**src/ssrb_defines.vh**
```
// register indices, field positions, reset values and codes for the safety status bank
`ifndef SSRB_DEFINES_VH
`define SSRB_DEFINES_VH

// register select codes on the read port
`define SSRB_IDX_SUPPLY_MON_A 3'h0
`define SSRB_IDX_REG_MON_B 3'h1
`define SSRB_IDX_REG_FAULT 3'h2
`define SSRB_IDX_CRC_WD 3'h3
`define SSRB_IDX_SELF_TEST 3'h4

// reset values
`define SSRB_RST_SUPPLY_MON_A 8'h00
`define SSRB_RST_REG_MON_B 8'h00
`define SSRB_RST_REG_FAULT 8'h00
`define SSRB_RST_CRC_WD 8'h05
`define SSRB_RST_SELF_TEST 8'h00

// supply_monitor_status_a fields
`define SSRB_A_REF_ERR_HIGH 0
`define SSRB_A_REF_ERR_LOW 1

// regulator_fault_status fields
`define SSRB_F_CAN_ILIM 7
`define SSRB_F_IO_ILIM 6
`define SSRB_F_SENS_UV 5
`define SSRB_F_SENS_OV 4
`define SSRB_F_RESERVED 3
`define SSRB_F_SENS_OT 2
`define SSRB_F_CAN_OT 1
`define SSRB_F_IO_OT 0
`define SSRB_F_USED_MASK 8'hF7

// crc_watchdog_status fields
`define SSRB_W_CFG_CRC_ERR 5
`define SSRB_W_NVM_CRC_ERR 4

// self_test_status fields
`define SSRB_S_LOGIC_ERR 4
`define SSRB_S_ANALOG_ERR_HI 3
`define SSRB_S_ANALOG_ERR_LO 2
`define SSRB_S_LOGIC_RUN 1
`define SSRB_S_ANALOG_RUN 0

// watchdog failure counter
`define SSRB_WD_DEFAULT 3'h5
`define SSRB_WD_MAX 3'h7
`define SSRB_WD_MIN 3'h0

// device state codes
`define SSRB_ST_DIAG 3'h7
`define SSRB_ST_ACTIVE 3'h5

// crc8 generator
`define SSRB_CRC_POLY 8'h07
`define SSRB_CRC_INIT 8'hFF

`endif

```
**src/ssrb_cfg_crc.v**
```verilog
// crc8 check of the safety configuration bytes against the stored value
`timescale 1ns/1ps
`default_nettype none
`include "ssrb_defines.vh"

module ssrb_cfg_crc #(
    parameter NBYTES = 10
) (
    input wire i_clk,
    input wire i_rst,
    input wire i_enable,
    input wire [NBYTES*8-1:0] i_cfg_bytes,
    input wire [7:0] i_expected,
    output reg o_mismatch
);

    // one byte through the generator, msb first
    function [7:0] crc8_byte;
        input [7:0] crc_in;
        input [7:0] data;
        integer b;
        reg [7:0] c;
        begin
            c = crc_in ^ data;
            for (b = 0; b < 8; b = b + 1) begin
                if (c[7]) begin
                    c = {c[6:0], 1'b0} ^ `SSRB_CRC_POLY;
                end else begin
                    c = {c[6:0], 1'b0};
                end
            end
            crc8_byte = c;
        end
    endfunction

    reg [7:0] crc_calc;
    integer n;

    // whole chain in one cycle; the byte count is small so depth is acceptable
    always @* begin
        crc_calc = `SSRB_CRC_INIT;
        for (n = 0; n < NBYTES; n = n + 1) begin
            crc_calc = crc8_byte(crc_calc, i_cfg_bytes[n*8 +: 8]);
        end
    end

    // registered compare, idle when checking is switched off
    always @(posedge i_clk or posedge i_rst) begin
        if (i_rst) begin
            o_mismatch <= 1'b0;
        end else begin
            o_mismatch <= i_enable & (crc_calc != i_expected);
        end
    end

endmodule
`default_nettype wire

```
**src/ssrb_wd_counter.v**
```verilog
// three-bit watchdog failure counter with reload on state entry
`timescale 1ns/1ps
`default_nettype none
`include "ssrb_defines.vh"

module ssrb_wd_counter (
    input wire i_clk,
    input wire i_rst,
    input wire [2:0] i_dev_state,
    input wire i_wd_bad,
    input wire i_wd_good,
    output reg [2:0] o_count,
    output reg o_fail_pulse
);

    reg [2:0] state_prev_q;
    wire wd_entry;

    // entry into diagnostic or active seen as a change of state code
    assign wd_entry = (i_dev_state != state_prev_q) &&
                      ((i_dev_state == `SSRB_ST_DIAG) || (i_dev_state == `SSRB_ST_ACTIVE));

    // reload beats events; bad and good together leave the count alone
    always @(posedge i_clk or posedge i_rst) begin
        if (i_rst) begin
            state_prev_q <= 3'h0;
            o_count <= `SSRB_WD_DEFAULT;
            o_fail_pulse <= 1'b0;
        end else begin
            state_prev_q <= i_dev_state;
            o_fail_pulse <= i_wd_bad & ~i_wd_good & (o_count == `SSRB_WD_MAX);
            if (wd_entry) begin
                o_count <= `SSRB_WD_DEFAULT;
            end else if (i_wd_bad && !i_wd_good && o_count != `SSRB_WD_MAX) begin
                o_count <= o_count + 3'h1;
            end else if (i_wd_good && !i_wd_bad && o_count != `SSRB_WD_MIN) begin
                o_count <= o_count - 3'h1;
            end
        end
    end

endmodule
`default_nettype wire

```
**src/ssrb_bank.v**
```verilog
// safety status register bank: condition flags, crc, watchdog and self-test status
//
// Overview of operation
// - rail under/overvoltage flags follow their condition, clearing themselves without a read
// - reference error high flag is set while monitor reference exceeds main bandgap
// - CAN-rail current-limit flag follows the over-limit condition
// - I/O-rail current-limit flag follows the over-limit condition
// - sensor-supply undervoltage and overvoltage flags follow their conditions
// - fault bit 3 is reserved; sensor current limit only seen on diagnostic mux
// - sensor-supply overtemperature flag holds the sensor regulator disabled
// - CAN-rail overtemperature flag forces the CAN-rail enable control low
// - I/O-rail overtemperature flag holds the I/O regulator disabled
// - configuration crc error flag follows crc8 mismatch against stored value
// - clean nonvolatile crc check clears the configuration crc error flag
// - nonvolatile crc error flag set on mismatch; in diagnostic it requests safe state
// - watchdog failure counter resets to 5, reloads 5 entering diagnostic or active
// - counter counts up on bad watchdog answers, down on good ones
// - power stage enable output only when counter is below 5
// - bad answer with counter at 7 raises the watchdog fail event
// - analog self-test error in two bits, set on failure, cleared by read
// - logic self-test running flag is high while that test executes
// - analog self-test running flag is high while that test executes
// - a read returns the selected register byte with unused bits zero
`timescale 1ns/1ps
`default_nettype none
`include "ssrb_defines.vh"

module ssrb_bank #(
    parameter CFG_BYTES = 10
) (
    input wire i_clk,
    input wire i_rst,
    // live conditions, one bit per flag, same bit order as the registers
    input wire [7:0] i_supply_mon_cond,
    input wire [7:0] i_reg_mon_cond,
    input wire i_can_rail_ilim,
    input wire i_io_rail_ilim,
    input wire i_sensor_uv,
    input wire i_sensor_ov,
    input wire i_sensor_ilim,
    input wire i_sensor_ot,
    input wire i_can_rail_ot,
    input wire i_io_rail_ot,
    // regulator control
    input wire i_can_rail_enable_req,
    // crc checks
    input wire i_cfg_crc_en,
    input wire [CFG_BYTES*8-1:0] i_cfg_bytes,
    input wire [7:0] i_cfg_crc_expected,
    input wire i_nvm_check_done,
    input wire i_nvm_crc_mismatch,
    // watchdog and device state
    input wire [2:0] i_dev_state,
    input wire i_wd_bad,
    input wire i_wd_good,
    input wire i_enable_drive_ctrl,
    // self-test
    input wire i_lbist_running,
    input wire i_lbist_done,
    input wire i_lbist_fail,
    input wire i_abist_running,
    input wire i_abist_fail,
    // register read port
    input wire i_rd_req,
    input wire [2:0] i_rd_sel,
    output reg [7:0] o_rd_data,
    output reg o_rd_valid,
    // device effects
    output reg o_can_rail_enable_control,
    output reg o_sensor_reg_disable,
    output reg o_io_reg_disable,
    output reg o_diagnostic_mux_output,
    output reg o_power_stage_enable_output,
    output reg o_watchdog_fail_pulse,
    output reg o_safe_state_req
);

    // flag registers
    reg [7:0] supply_mon_q;
    reg [7:0] reg_mon_q;
    reg [7:0] reg_fault_q;
    reg cfg_crc_err_q;
    reg nvm_crc_err_q;
    reg logic_err_q;
    reg logic_clean_q;
    reg analog_err_q;
    reg logic_run_q;
    reg analog_run_q;

    reg cfg_crc_err_d;
    reg nvm_crc_err_d;
    reg logic_err_d;
    reg logic_clean_d;
    reg analog_err_d;

    wire cfg_mismatch;
    wire [2:0] wd_count;
    wire watchdog_fail_flag;
    wire in_diag;
    wire self_test_read;
    wire nvm_clean;
    // derived terms for the drive and safe-state outputs
    wire wd_below_default;
    wire nvm_err_rise;
    wire analog_err_rise;

    // state, read and nvm-check decodes for the flags and the safe-state request
    assign in_diag = (i_dev_state == `SSRB_ST_DIAG);
    assign self_test_read = i_rd_req && (i_rd_sel == `SSRB_IDX_SELF_TEST);
    assign nvm_clean = i_nvm_check_done & ~i_nvm_crc_mismatch;

    ssrb_cfg_crc #(
        .NBYTES(CFG_BYTES)
    ) u_cfg_crc (
        .i_clk(i_clk),
        .i_rst(i_rst),
        .i_enable(i_cfg_crc_en),
        .i_cfg_bytes(i_cfg_bytes),
        .i_expected(i_cfg_crc_expected),
        .o_mismatch(cfg_mismatch)
    );

    ssrb_wd_counter u_wd (
        .i_clk(i_clk),
        .i_rst(i_rst),
        .i_dev_state(i_dev_state),
        .i_wd_bad(i_wd_bad),
        .i_wd_good(i_wd_good),
        .o_count(wd_count),
        .o_fail_pulse(watchdog_fail_flag)
    );

    // assemble the read byte; reserved positions stay zero
    function [7:0] read_mux;
        input [2:0] sel;
        input [7:0] mon_a;
        input [7:0] mon_b;
        input [7:0] fault;
        input [7:0] crc_wd;
        input [7:0] stest;
        begin
            case (sel)
                `SSRB_IDX_SUPPLY_MON_A: read_mux = mon_a;
                `SSRB_IDX_REG_MON_B: read_mux = mon_b;
                `SSRB_IDX_REG_FAULT: read_mux = fault & `SSRB_F_USED_MASK;
                `SSRB_IDX_CRC_WD: read_mux = crc_wd;
                `SSRB_IDX_SELF_TEST: read_mux = stest;
                default: read_mux = 8'h00;
            endcase
        end
    endfunction

    // read bytes built from the flags
    wire [7:0] crc_wd_byte;
    wire [7:0] self_test_byte;

    // upper bits 7:6 and bit 3 read zero
    assign crc_wd_byte = {2'b00, cfg_crc_err_q, nvm_crc_err_q, 1'b0, wd_count};
    // reset-feedback error is kept elsewhere, so bit 5 reads zero here
    assign self_test_byte = {3'b000, logic_err_q, analog_err_q, analog_err_q,
                             logic_run_q, analog_run_q};

    // condition-following monitor bytes, all sampled on the same edge
    always @(posedge i_clk or posedge i_rst) begin
        if (i_rst) begin
            supply_mon_q <= `SSRB_RST_SUPPLY_MON_A;
            reg_mon_q <= `SSRB_RST_REG_MON_B;
        end else begin
            supply_mon_q <= i_supply_mon_cond;
            reg_mon_q <= i_reg_mon_cond;
        end
    end

    // fault byte and run flags; no latching, a flag drops with its condition
    always @(posedge i_clk or posedge i_rst) begin
        if (i_rst) begin
            reg_fault_q <= `SSRB_RST_REG_FAULT;
            logic_run_q <= 1'b0;
            analog_run_q <= 1'b0;
        end else begin
            reg_fault_q[`SSRB_F_CAN_ILIM] <= i_can_rail_ilim;
            reg_fault_q[`SSRB_F_IO_ILIM] <= i_io_rail_ilim;
            reg_fault_q[`SSRB_F_SENS_UV] <= i_sensor_uv;
            reg_fault_q[`SSRB_F_SENS_OV] <= i_sensor_ov;
            reg_fault_q[`SSRB_F_RESERVED] <= 1'b0;
            reg_fault_q[`SSRB_F_SENS_OT] <= i_sensor_ot;
            reg_fault_q[`SSRB_F_CAN_OT] <= i_can_rail_ot;
            reg_fault_q[`SSRB_F_IO_OT] <= i_io_rail_ot;
            logic_run_q <= i_lbist_running;
            analog_run_q <= i_abist_running;
        end
    end

    // next values of event and crc flags
    always @* begin
        // a clean nonvolatile check wins over a standing config mismatch this cycle
        cfg_crc_err_d = cfg_mismatch & ~nvm_clean;
        nvm_crc_err_d = nvm_crc_err_q;
        if (i_nvm_check_done) begin
            nvm_crc_err_d = i_nvm_crc_mismatch;
        end
        // clear on read, but a failure in the same cycle is kept
        analog_err_d = analog_err_q;
        if (self_test_read) begin
            analog_err_d = 1'b0;
        end
        if (i_abist_fail) begin
            analog_err_d = 1'b1;
        end
        // logic error needs a clean run before a read may clear it
        logic_clean_d = logic_clean_q;
        logic_err_d = logic_err_q;
        if (i_lbist_done && !i_lbist_fail) begin
            logic_clean_d = 1'b1;
        end
        if (self_test_read && logic_clean_q) begin
            logic_err_d = 1'b0;
            logic_clean_d = 1'b0;
        end
        if (i_lbist_fail) begin
            logic_err_d = 1'b1;
            logic_clean_d = 1'b0;
        end
    end

    // crc flags
    always @(posedge i_clk or posedge i_rst) begin
        if (i_rst) begin
            cfg_crc_err_q <= 1'b0;
            nvm_crc_err_q <= 1'b0;
        end else begin
            cfg_crc_err_q <= cfg_crc_err_d;
            nvm_crc_err_q <= nvm_crc_err_d;
        end
    end

    // self-test error flags and the clean-run arm
    always @(posedge i_clk or posedge i_rst) begin
        if (i_rst) begin
            analog_err_q <= 1'b0;
            logic_err_q <= 1'b0;
            logic_clean_q <= 1'b0;
        end else begin
            analog_err_q <= analog_err_d;
            logic_err_q <= logic_err_d;
            logic_clean_q <= logic_clean_d;
        end
    end

    // read answer: one-cycle valid, data held until the next read
    always @(posedge i_clk or posedge i_rst) begin
        if (i_rst) begin
            o_rd_data <= 8'h00;
            o_rd_valid <= 1'b0;
        end else begin
            o_rd_valid <= i_rd_req;
            if (i_rd_req) begin
                o_rd_data <= read_mux(i_rd_sel, supply_mon_q, reg_mon_q, reg_fault_q,
                                      crc_wd_byte, self_test_byte);
            end
        end
    end

    // regulator shutdown and drive outputs; shutdowns from the registered flags, mux from the raw i_sensor_ilim
    always @(posedge i_clk or posedge i_rst) begin
        if (i_rst) begin
            o_can_rail_enable_control <= 1'b0;
            o_sensor_reg_disable <= 1'b0;
            o_io_reg_disable <= 1'b0;
            o_diagnostic_mux_output <= 1'b0;
        end else begin
            o_can_rail_enable_control <= i_can_rail_enable_req &
                                         ~reg_fault_q[`SSRB_F_CAN_OT];
            o_sensor_reg_disable <= reg_fault_q[`SSRB_F_SENS_OT];
            o_io_reg_disable <= reg_fault_q[`SSRB_F_IO_OT];
            o_diagnostic_mux_output <= i_sensor_ilim;
        end
    end

    // counter must have come down below its default before the stage drives
    assign wd_below_default = (wd_count < `SSRB_WD_DEFAULT);
    // fresh failures that push a diagnostic device to the safe state
    assign nvm_err_rise = nvm_crc_err_d & ~nvm_crc_err_q;
    assign analog_err_rise = analog_err_d & ~analog_err_q;

    // watchdog-driven outputs and the safe-state request
    always @(posedge i_clk or posedge i_rst) begin
        if (i_rst) begin
            o_power_stage_enable_output <= 1'b0;
            o_watchdog_fail_pulse <= 1'b0;
            o_safe_state_req <= 1'b0;
        end else begin
            // enable bit alone is not enough
            o_power_stage_enable_output <= i_enable_drive_ctrl & wd_below_default;
            o_watchdog_fail_pulse <= watchdog_fail_flag;
            o_safe_state_req <= in_diag & (nvm_err_rise | analog_err_rise);
        end
    end

endmodule
`default_nettype wire

```
**config.mk**
```make
export PLATFORM = sky130hd
export DESIGN_NAME = ssrb_bank
export DESIGN_NICKNAME = d
export VERILOG_FILES = /design/src/ssrb_cfg_crc.v /design/src/ssrb_wd_counter.v /design/src/ssrb_bank.v
export VERILOG_INCLUDE_DIRS = /design/src
export SDC_FILE = /design/constraint.sdc
export NUM_CORES = 1
export LEC_CHECK = 0
export ABC_AREA = 1
export BUFFER_PORTS_ARGS = -buffer_cell sky130_fd_sc_hd__buf_2
export CAP_MARGIN = 20
export CORE_MARGIN = 8
export CORE_UTILIZATION = 46
export DETAILED_ROUTE_END_ITERATION = 10
export PLACE_DENSITY = 0.7
export SETUP_SLACK_MARGIN = 0.02
export SYNTH_ARGS = -nofsm -noshare
export SYNTH_HDL_FRONTEND = slang
export SYNTH_SLANG_ARGS = --single-unit
```
**constraint.sdc**
```tcl
create_clock -name i_clk -period 2.15 [get_ports i_clk]
set_clock_uncertainty 0.2 [all_clocks]
set_input_delay 0.215 -clock i_clk [delete_from_list [all_inputs] [get_ports i_clk]]
set_output_delay 0.215 -clock i_clk [all_outputs]
set_load 0.01 [all_outputs]
```
# After elaboration in Yosys (flattened, before gate mapping)
# Index checks and enable logic that the tools add are counted.
[word_totals] reg_bits=54 wordCells=252 output_inout_bits=16
[classes] mux=92 bitwise=107 add_sub_neg=2 reduce_logical=17 n_eq_ne=10 order_cmp=1
[ops] operator="3-bit 2-to-1 mux" n=83
[ops] operator="3-bit inverter" n=80
[ops] operator="8-bit XOR" n=9
[ops] operator="8-bit one-hot mux with 5 select lines" n=1
[ops] operator="3-bit equality test, second input constant" n=4
[ops] operator="1-bit AND" n=10
[ops] operator="3-bit nonzero test" n=3
[ops] operator="1-bit logical AND" n=8
[ops] operator="1-bit 2-to-1 mux" n=8
[ops] operator="8-bit inequality test" n=1
[ops] operator="8-bit inverter" n=1
[ops] operator="3-bit by 2-bit equality test with 1-bit output, second input constant" n=2
[ops] operator="1-bit inverter" n=6
[ops] operator="3-bit by 1-bit adder with 3-bit output, second input constant" n=1
[ops] operator="3-bit by 1-bit equality test with 1-bit output, second input constant" n=1
[ops] operator="1-bit logical NOT" n=3
[ops] operator="3-bit logical NOT" n=1
[ops] operator="3-bit less-than comparator, second input constant" n=1
[ops] operator="3-bit inequality test" n=1
[ops] operator="3-bit inequality test, second input constant" n=1
[ops] operator="3-bit by 1-bit subtractor with 3-bit output, second input constant" n=1
[ops] operator="2-bit nonzero test" n=1
[ops] operator="1-bit logical OR" n=1
[ops] operator="1-bit bitwise OR" n=1

# Longest topological paths before layout
[depth] ltp_word=172 ltp_mapped=59 depth_no_buf=58

# By module
# Synthesis repeated with hierarchy kept, for this count alone.
[unflattened] cells_unflattened=1130 area_unflattened_um2=6253.5
[modules_own_cells] module="ssrb_cfg_crc" cells_per_inst=922 area_each_um2=4182.8 n_inst=1 seq_area_each_um2=25.0
[modules_own_cells] module="ssrb_bank" cells_per_inst=159 area_each_um2=1687.9 n_inst=1 seq_area_each_um2=1151.1
[modules_own_cells] module="ssrb_wd_counter" cells_per_inst=49 area_each_um2=382.9 n_inst=1 seq_area_each_um2=177.7

# Worst setup path before layout
# Ideal clock, no wire load.
[synth_timing] path_kind="input -> register" from="in i_cfg_bytes[5]" to="reg u_cfg_crc.o_mismatch" t_arrival_ps=4096 n_path_buf=1 cell_stages=50 setup_time_ps=115 slack_ps=-2262 path_cell_list="buf_6 -> xnor2_1 -> nand2_2 -> nand2_2 -> nand2_2 -> nand2_2 -> nand2_2 -> nand2_2 -> nand2_1 -> nand2_1 -> nand2_1 -> nand2_1 -> nand2_1 -> nand3_2 -> nand2_1 -> nand2_2 -> nand2_2 -> nand2_2 -> [14 not listed] -> nand2_1 -> nand2_2 -> nand2_2 -> nand2_2 -> xor2_1 -> nand2_1 -> nand2_1 -> nand2_2 -> nand2_1 -> nand2_1 -> nand2_2 -> inv_2 -> nand2_1 -> nand2_1 -> o21bai_1 -> nand2_1 -> nor2_1 -> nor2_1"
[synth_between] elab_chain_len=62
[synth_rtl] element="from (decl)" line_no="ssrb_bank.v:48" rtl="input wire [CFG_BYTES*8-1:0] i_cfg_bytes,"
[synth_rtl] element="8-bit inverter (no line) (*)"
[synth_rtl] element="3-bit 2-to-1 mux (*)" line_no="ssrb_cfg_crc.v:26" rtl="if (c[7]) begin"
[synth_rtl] element="3-bit inverter (no line)"
[synth_rtl] element="3-bit 2-to-1 mux" line_no="ssrb_cfg_crc.v:26"
[synth_rtl] element="3-bit inverter (no line)"
[synth_rtl] element="3-bit 2-to-1 mux" line_no="ssrb_cfg_crc.v:26"
[synth_rtl] element="8-bit XOR (*)" line_no="ssrb_cfg_crc.v:24" rtl="c = crc_in ^ data;"
[synth_rtl] element="3-bit 2-to-1 mux" line_no="ssrb_cfg_crc.v:26"
[synth_rtl] element="[46 not listed]"
[synth_rtl] element="8-bit XOR (*)" line_no="ssrb_cfg_crc.v:24"
[synth_rtl] element="3-bit 2-to-1 mux" line_no="ssrb_cfg_crc.v:26"
[synth_rtl] element="3-bit inverter (no line)"
[synth_rtl] element="3-bit 2-to-1 mux" line_no="ssrb_cfg_crc.v:26"
[synth_rtl] element="3-bit inverter (no line)"
[synth_rtl] element="3-bit 2-to-1 mux" line_no="ssrb_cfg_crc.v:26"
[synth_rtl] element="8-bit inequality test (*)" line_no="ssrb_cfg_crc.v:52" rtl="o_mismatch <= i_enable & (crc_calc != i_expected);"
[synth_rtl] element="1-bit AND (*)" line_no="ssrb_cfg_crc.v:52"
[synth_rtl] element="to (signal assigned)" line_no="ssrb_cfg_crc.v:52"
[synth_rtl] element="to (decl)" line_no="ssrb_cfg_crc.v:14" rtl="output reg o_mismatch"
# Mark *: on every way between the ends. The rest lies on a longest branch, timed or not.
# A chain may end at the register's enable or synchronous reset.

# Worst setup path in the final report
[layout_timing] from="in i_cfg_bytes[6]" to="reg u_cfg_crc.o_mismatch"
# The elaborated chain is that of the path after synthesis.

==> results.json <==
{
  "outcome": "finished, violations left",
  "violations": "setup timing",
  "worst_pin_slew_ns": 0.635,
  "start_util": 0.462,
  "synth.top_cell.area_share": 0.304,
  "yosysTopAreaCell": "nand2_1",
  "antenna_found_initial": 1,
  "dr_total_vias": 7624,
  "rrSetupSlack_ns": 0.50,
  "rsz0062_at_grt": "yes",
  "die_w_um": 133,
  "crit_top_cell": "nand2_2",
  "min_period_ns": 4.83,
  "worst-path-buf-inv": 5,
  "cp_slowest_cell": "clkbuf_4",
  "synth_fp_nets": 1268,
  "dp_cells": 1484,
  "drtIter0Drc": 415,
  "cts_buffer_depth": 2,
  "grtUsageTotal": 0.203,
  "drtAntennaViolNets": 0,
  "vias_per_cell": 4.95,
  "postPlaceCellArea_um2": 7500,
  "min_path_type": "primary input to register",
  "grt_pass1_wl_um": 31200,
  "top_level_ports": 149,
  "synth-edff-count": 0,
  "r2r_cells": 5,
  "dp_hpwl_um": 14600,
  "grt_pass1_vias": 7114,
  "root_buffer": "clkbuf_16",
  "synth.top_cells.by_count": "nand2_1, nand3_1, inv_1",
  "grt.overflow.total": 0,
  "syn_inst": 1134,
  "start_kind": "primary input",
  "die_h_um": 133,
  "worstPathMaxFanout": 5,
  "yosysSeqAreaShare": 0.214,
  "worst_slack_ns": -2.68,
  "synth.cell_area_um2": 6320,
  "syn_to_final_growth_pct": 42.1,
  "final_nets": 1493,
  "layoutNonFillerInstCount": 1541,
  "setup_viol": 1,
  "fp.dieArea_um2": 17700,
  "core_um2": 13700,
  "end_kind": "register",
  "cts_max_level": 2,
  "synth-seq-cells": 54,
  "gp_congestion": 0.887,
  "rows": 43,
  "ys_warn_count": 0,
  "numClockSinks": 54,
  "synth_cell_types": 33,
  "dominantRegCellSynth": "dfrtp_1",
  "maxSlewViolCount": 0,
  "syn_avg_cell_area_um2": 5.57,
  "r2r-end": "u_wd.o_count[1]$_DFFE_PP0P_",
  "cp.arrival_ns": 4.82,
  "crit_cells": 55,
  "drv_cap": 0,
  "cts_tree": "built",
  "synth_most_common_cell": "nand2_1",
  "drive_above_1_share": 0.381,
  "r2r_start": "u_wd.o_count[2]$_DFFE_PP1P_",
  "hold_violations": 0,
  "holdPathStages": 4,
  "critPathMaxStageDelay_ns": 0.15,
  "fmaxAchievable_mhz": 207,
  "synth_area_leaders": "nand2_1, dfrtp_1, nand3_1",
  "drt_wl_total_um": 19000,
  "whs_endpoint": "u_wd.o_fail_pulse$_DFF_PP0_",
  "preCtsSetupSlack_ns": -3.01,
  "finalCritPeriodShare": 2.25,
  "grt_max_degree": 54,
  "numPortBuffers": 148,
  "cts_buffers": 5,
  "required_ns": 2.14,
  "clock_latency_ns": 0.29,
  "final_area_um2": 8980,
  "wl_per_cell_um": 12.3,
  "cp_top_family": "simple AND/OR/NAND/NOR gates",
  "max_slew_margin": 0.575,
  "drt-pass1-iter-count": 5,
  "route.detailed.drc": 0,
  "async_reset_ff_frac": 1.00,
  "crit_type": "primary input to register",
  "min-delay-start": "i_wd_good",
  "clk_pin_slew_worst_paths_ns": 0.07
}
registers in the layout, indices dropped and copies added (netlist names), 3 cells and up:
| signal | count |
|---|---|
| reg_fault_q | 7 |
| u_wd.o_count | 3 |
| reg_mon_q | 8 |
| o_rd_data | 8 |
| u_wd.state_prev_q | 3 |
| supply_mon_q | 8 |
logic make-up after synthesis:
kind of cell             count (synthesis)  share of synthesized area
AND/OR/NAND/NOR                        866                      0.631
flip-flops                              54                      0.214
AO/OA/AOI/OAI                           24                     0.0251
buffers and inverters                  177                      0.106
adder cells (fa/ha/maj)                  1                    0.00317
XOR/XNOR                                12                     0.0200
how the worst max path moves through the flow:
stage | start | endpoint | slack, ns
global placement | i_cfg_bytes[7] | u_cfg_crc.o_mismatch$_DFF_PP0_ | -3.00
global route | i_cfg_bytes[2] | u_cfg_crc.o_mismatch$_DFF_PP0_ | -3.23
floorplan | i_cfg_bytes[5] | u_cfg_crc.o_mismatch$_DFF_PP0_ | -2.23
finish | i_cfg_bytes[6] | u_cfg_crc.o_mismatch$_DFF_PP0_ | -2.68
detailed placement | i_cfg_bytes[7] | u_cfg_crc.o_mismatch$_DFF_PP0_ | -3.01
CTS | i_cfg_bytes[5] | u_cfg_crc.o_mismatch$_DFF_PP0_ | -2.54
through the flow:
stage	TNS [ns]	util	hold WS, ns
2_1_floorplan	-2.23	-	0.0464
3_3_place_gp	-3.00	0.549	-0.127
3_5_place_dp	-3.01	0.549	-0.125
4_1_cts	-2.54	0.625	0.00173
5_1_grt	-3.23	0.657	0.0242
6_report	-2.68	0.657	0.00694
worst min-delay path: stages:
cell	delay, ns
buf_2	0.08
nor2_1	0.05
inv_1	0.07
nor2_1	0.04
layout make-up:
class	count	area (um^2)
Multi-Input combinational cell	903	5170
Clock buffer	6	139
Sequential cell	54	1350
Tap cell	180	225
Clock inverter	2	16.3
Fill cell	1259	4690
Inverter	175	669
Antenna cell	1	2.50
Timing Repair Buffer	220	1400
layer usage:
metal	vias to the layer above	GRT usage	part of all wire
met5	-	0	0
met4	0	0.0349	0.011
met3	19	0.0320	0.043
met2	155	0.361	0.50
met1	3455	0.254	0.44
li1	3995	-	-
placed cells by master, fill, tap and decap left out, drive strengths merged, types with 2 or more instances in the layout:
master       synthesis  layout
dfrtp               52      52
a21oi                3       3
nor2                21      21
nand3              213     213
dfstp                2       2
xnor2                6       6
a221oi               3       3
dlygate4sd3          0      38
inv                174     175
nand3b              16      16
xor2                 5       5
a21boi               2       2
clkbuf               1       7
nor3                 3       3
o211ai               2       2
o21ai                9       9
nand2              611     611
nand4                2       2
buf                  1     181
what timing repair did:
item / in CTS / in global routing
resized for setup: 124 / 107
endpoints found under the setup margin: 1 / 1
hold buffers: 38 / 0
pin swaps: 58 / 46
endpoints found under the hold margin: 90 / 0
setup buffers: 7 / 3
Power is not shown: default switching activity piles up to over one toggle a cycle in this logic, so the estimate is an artifact.
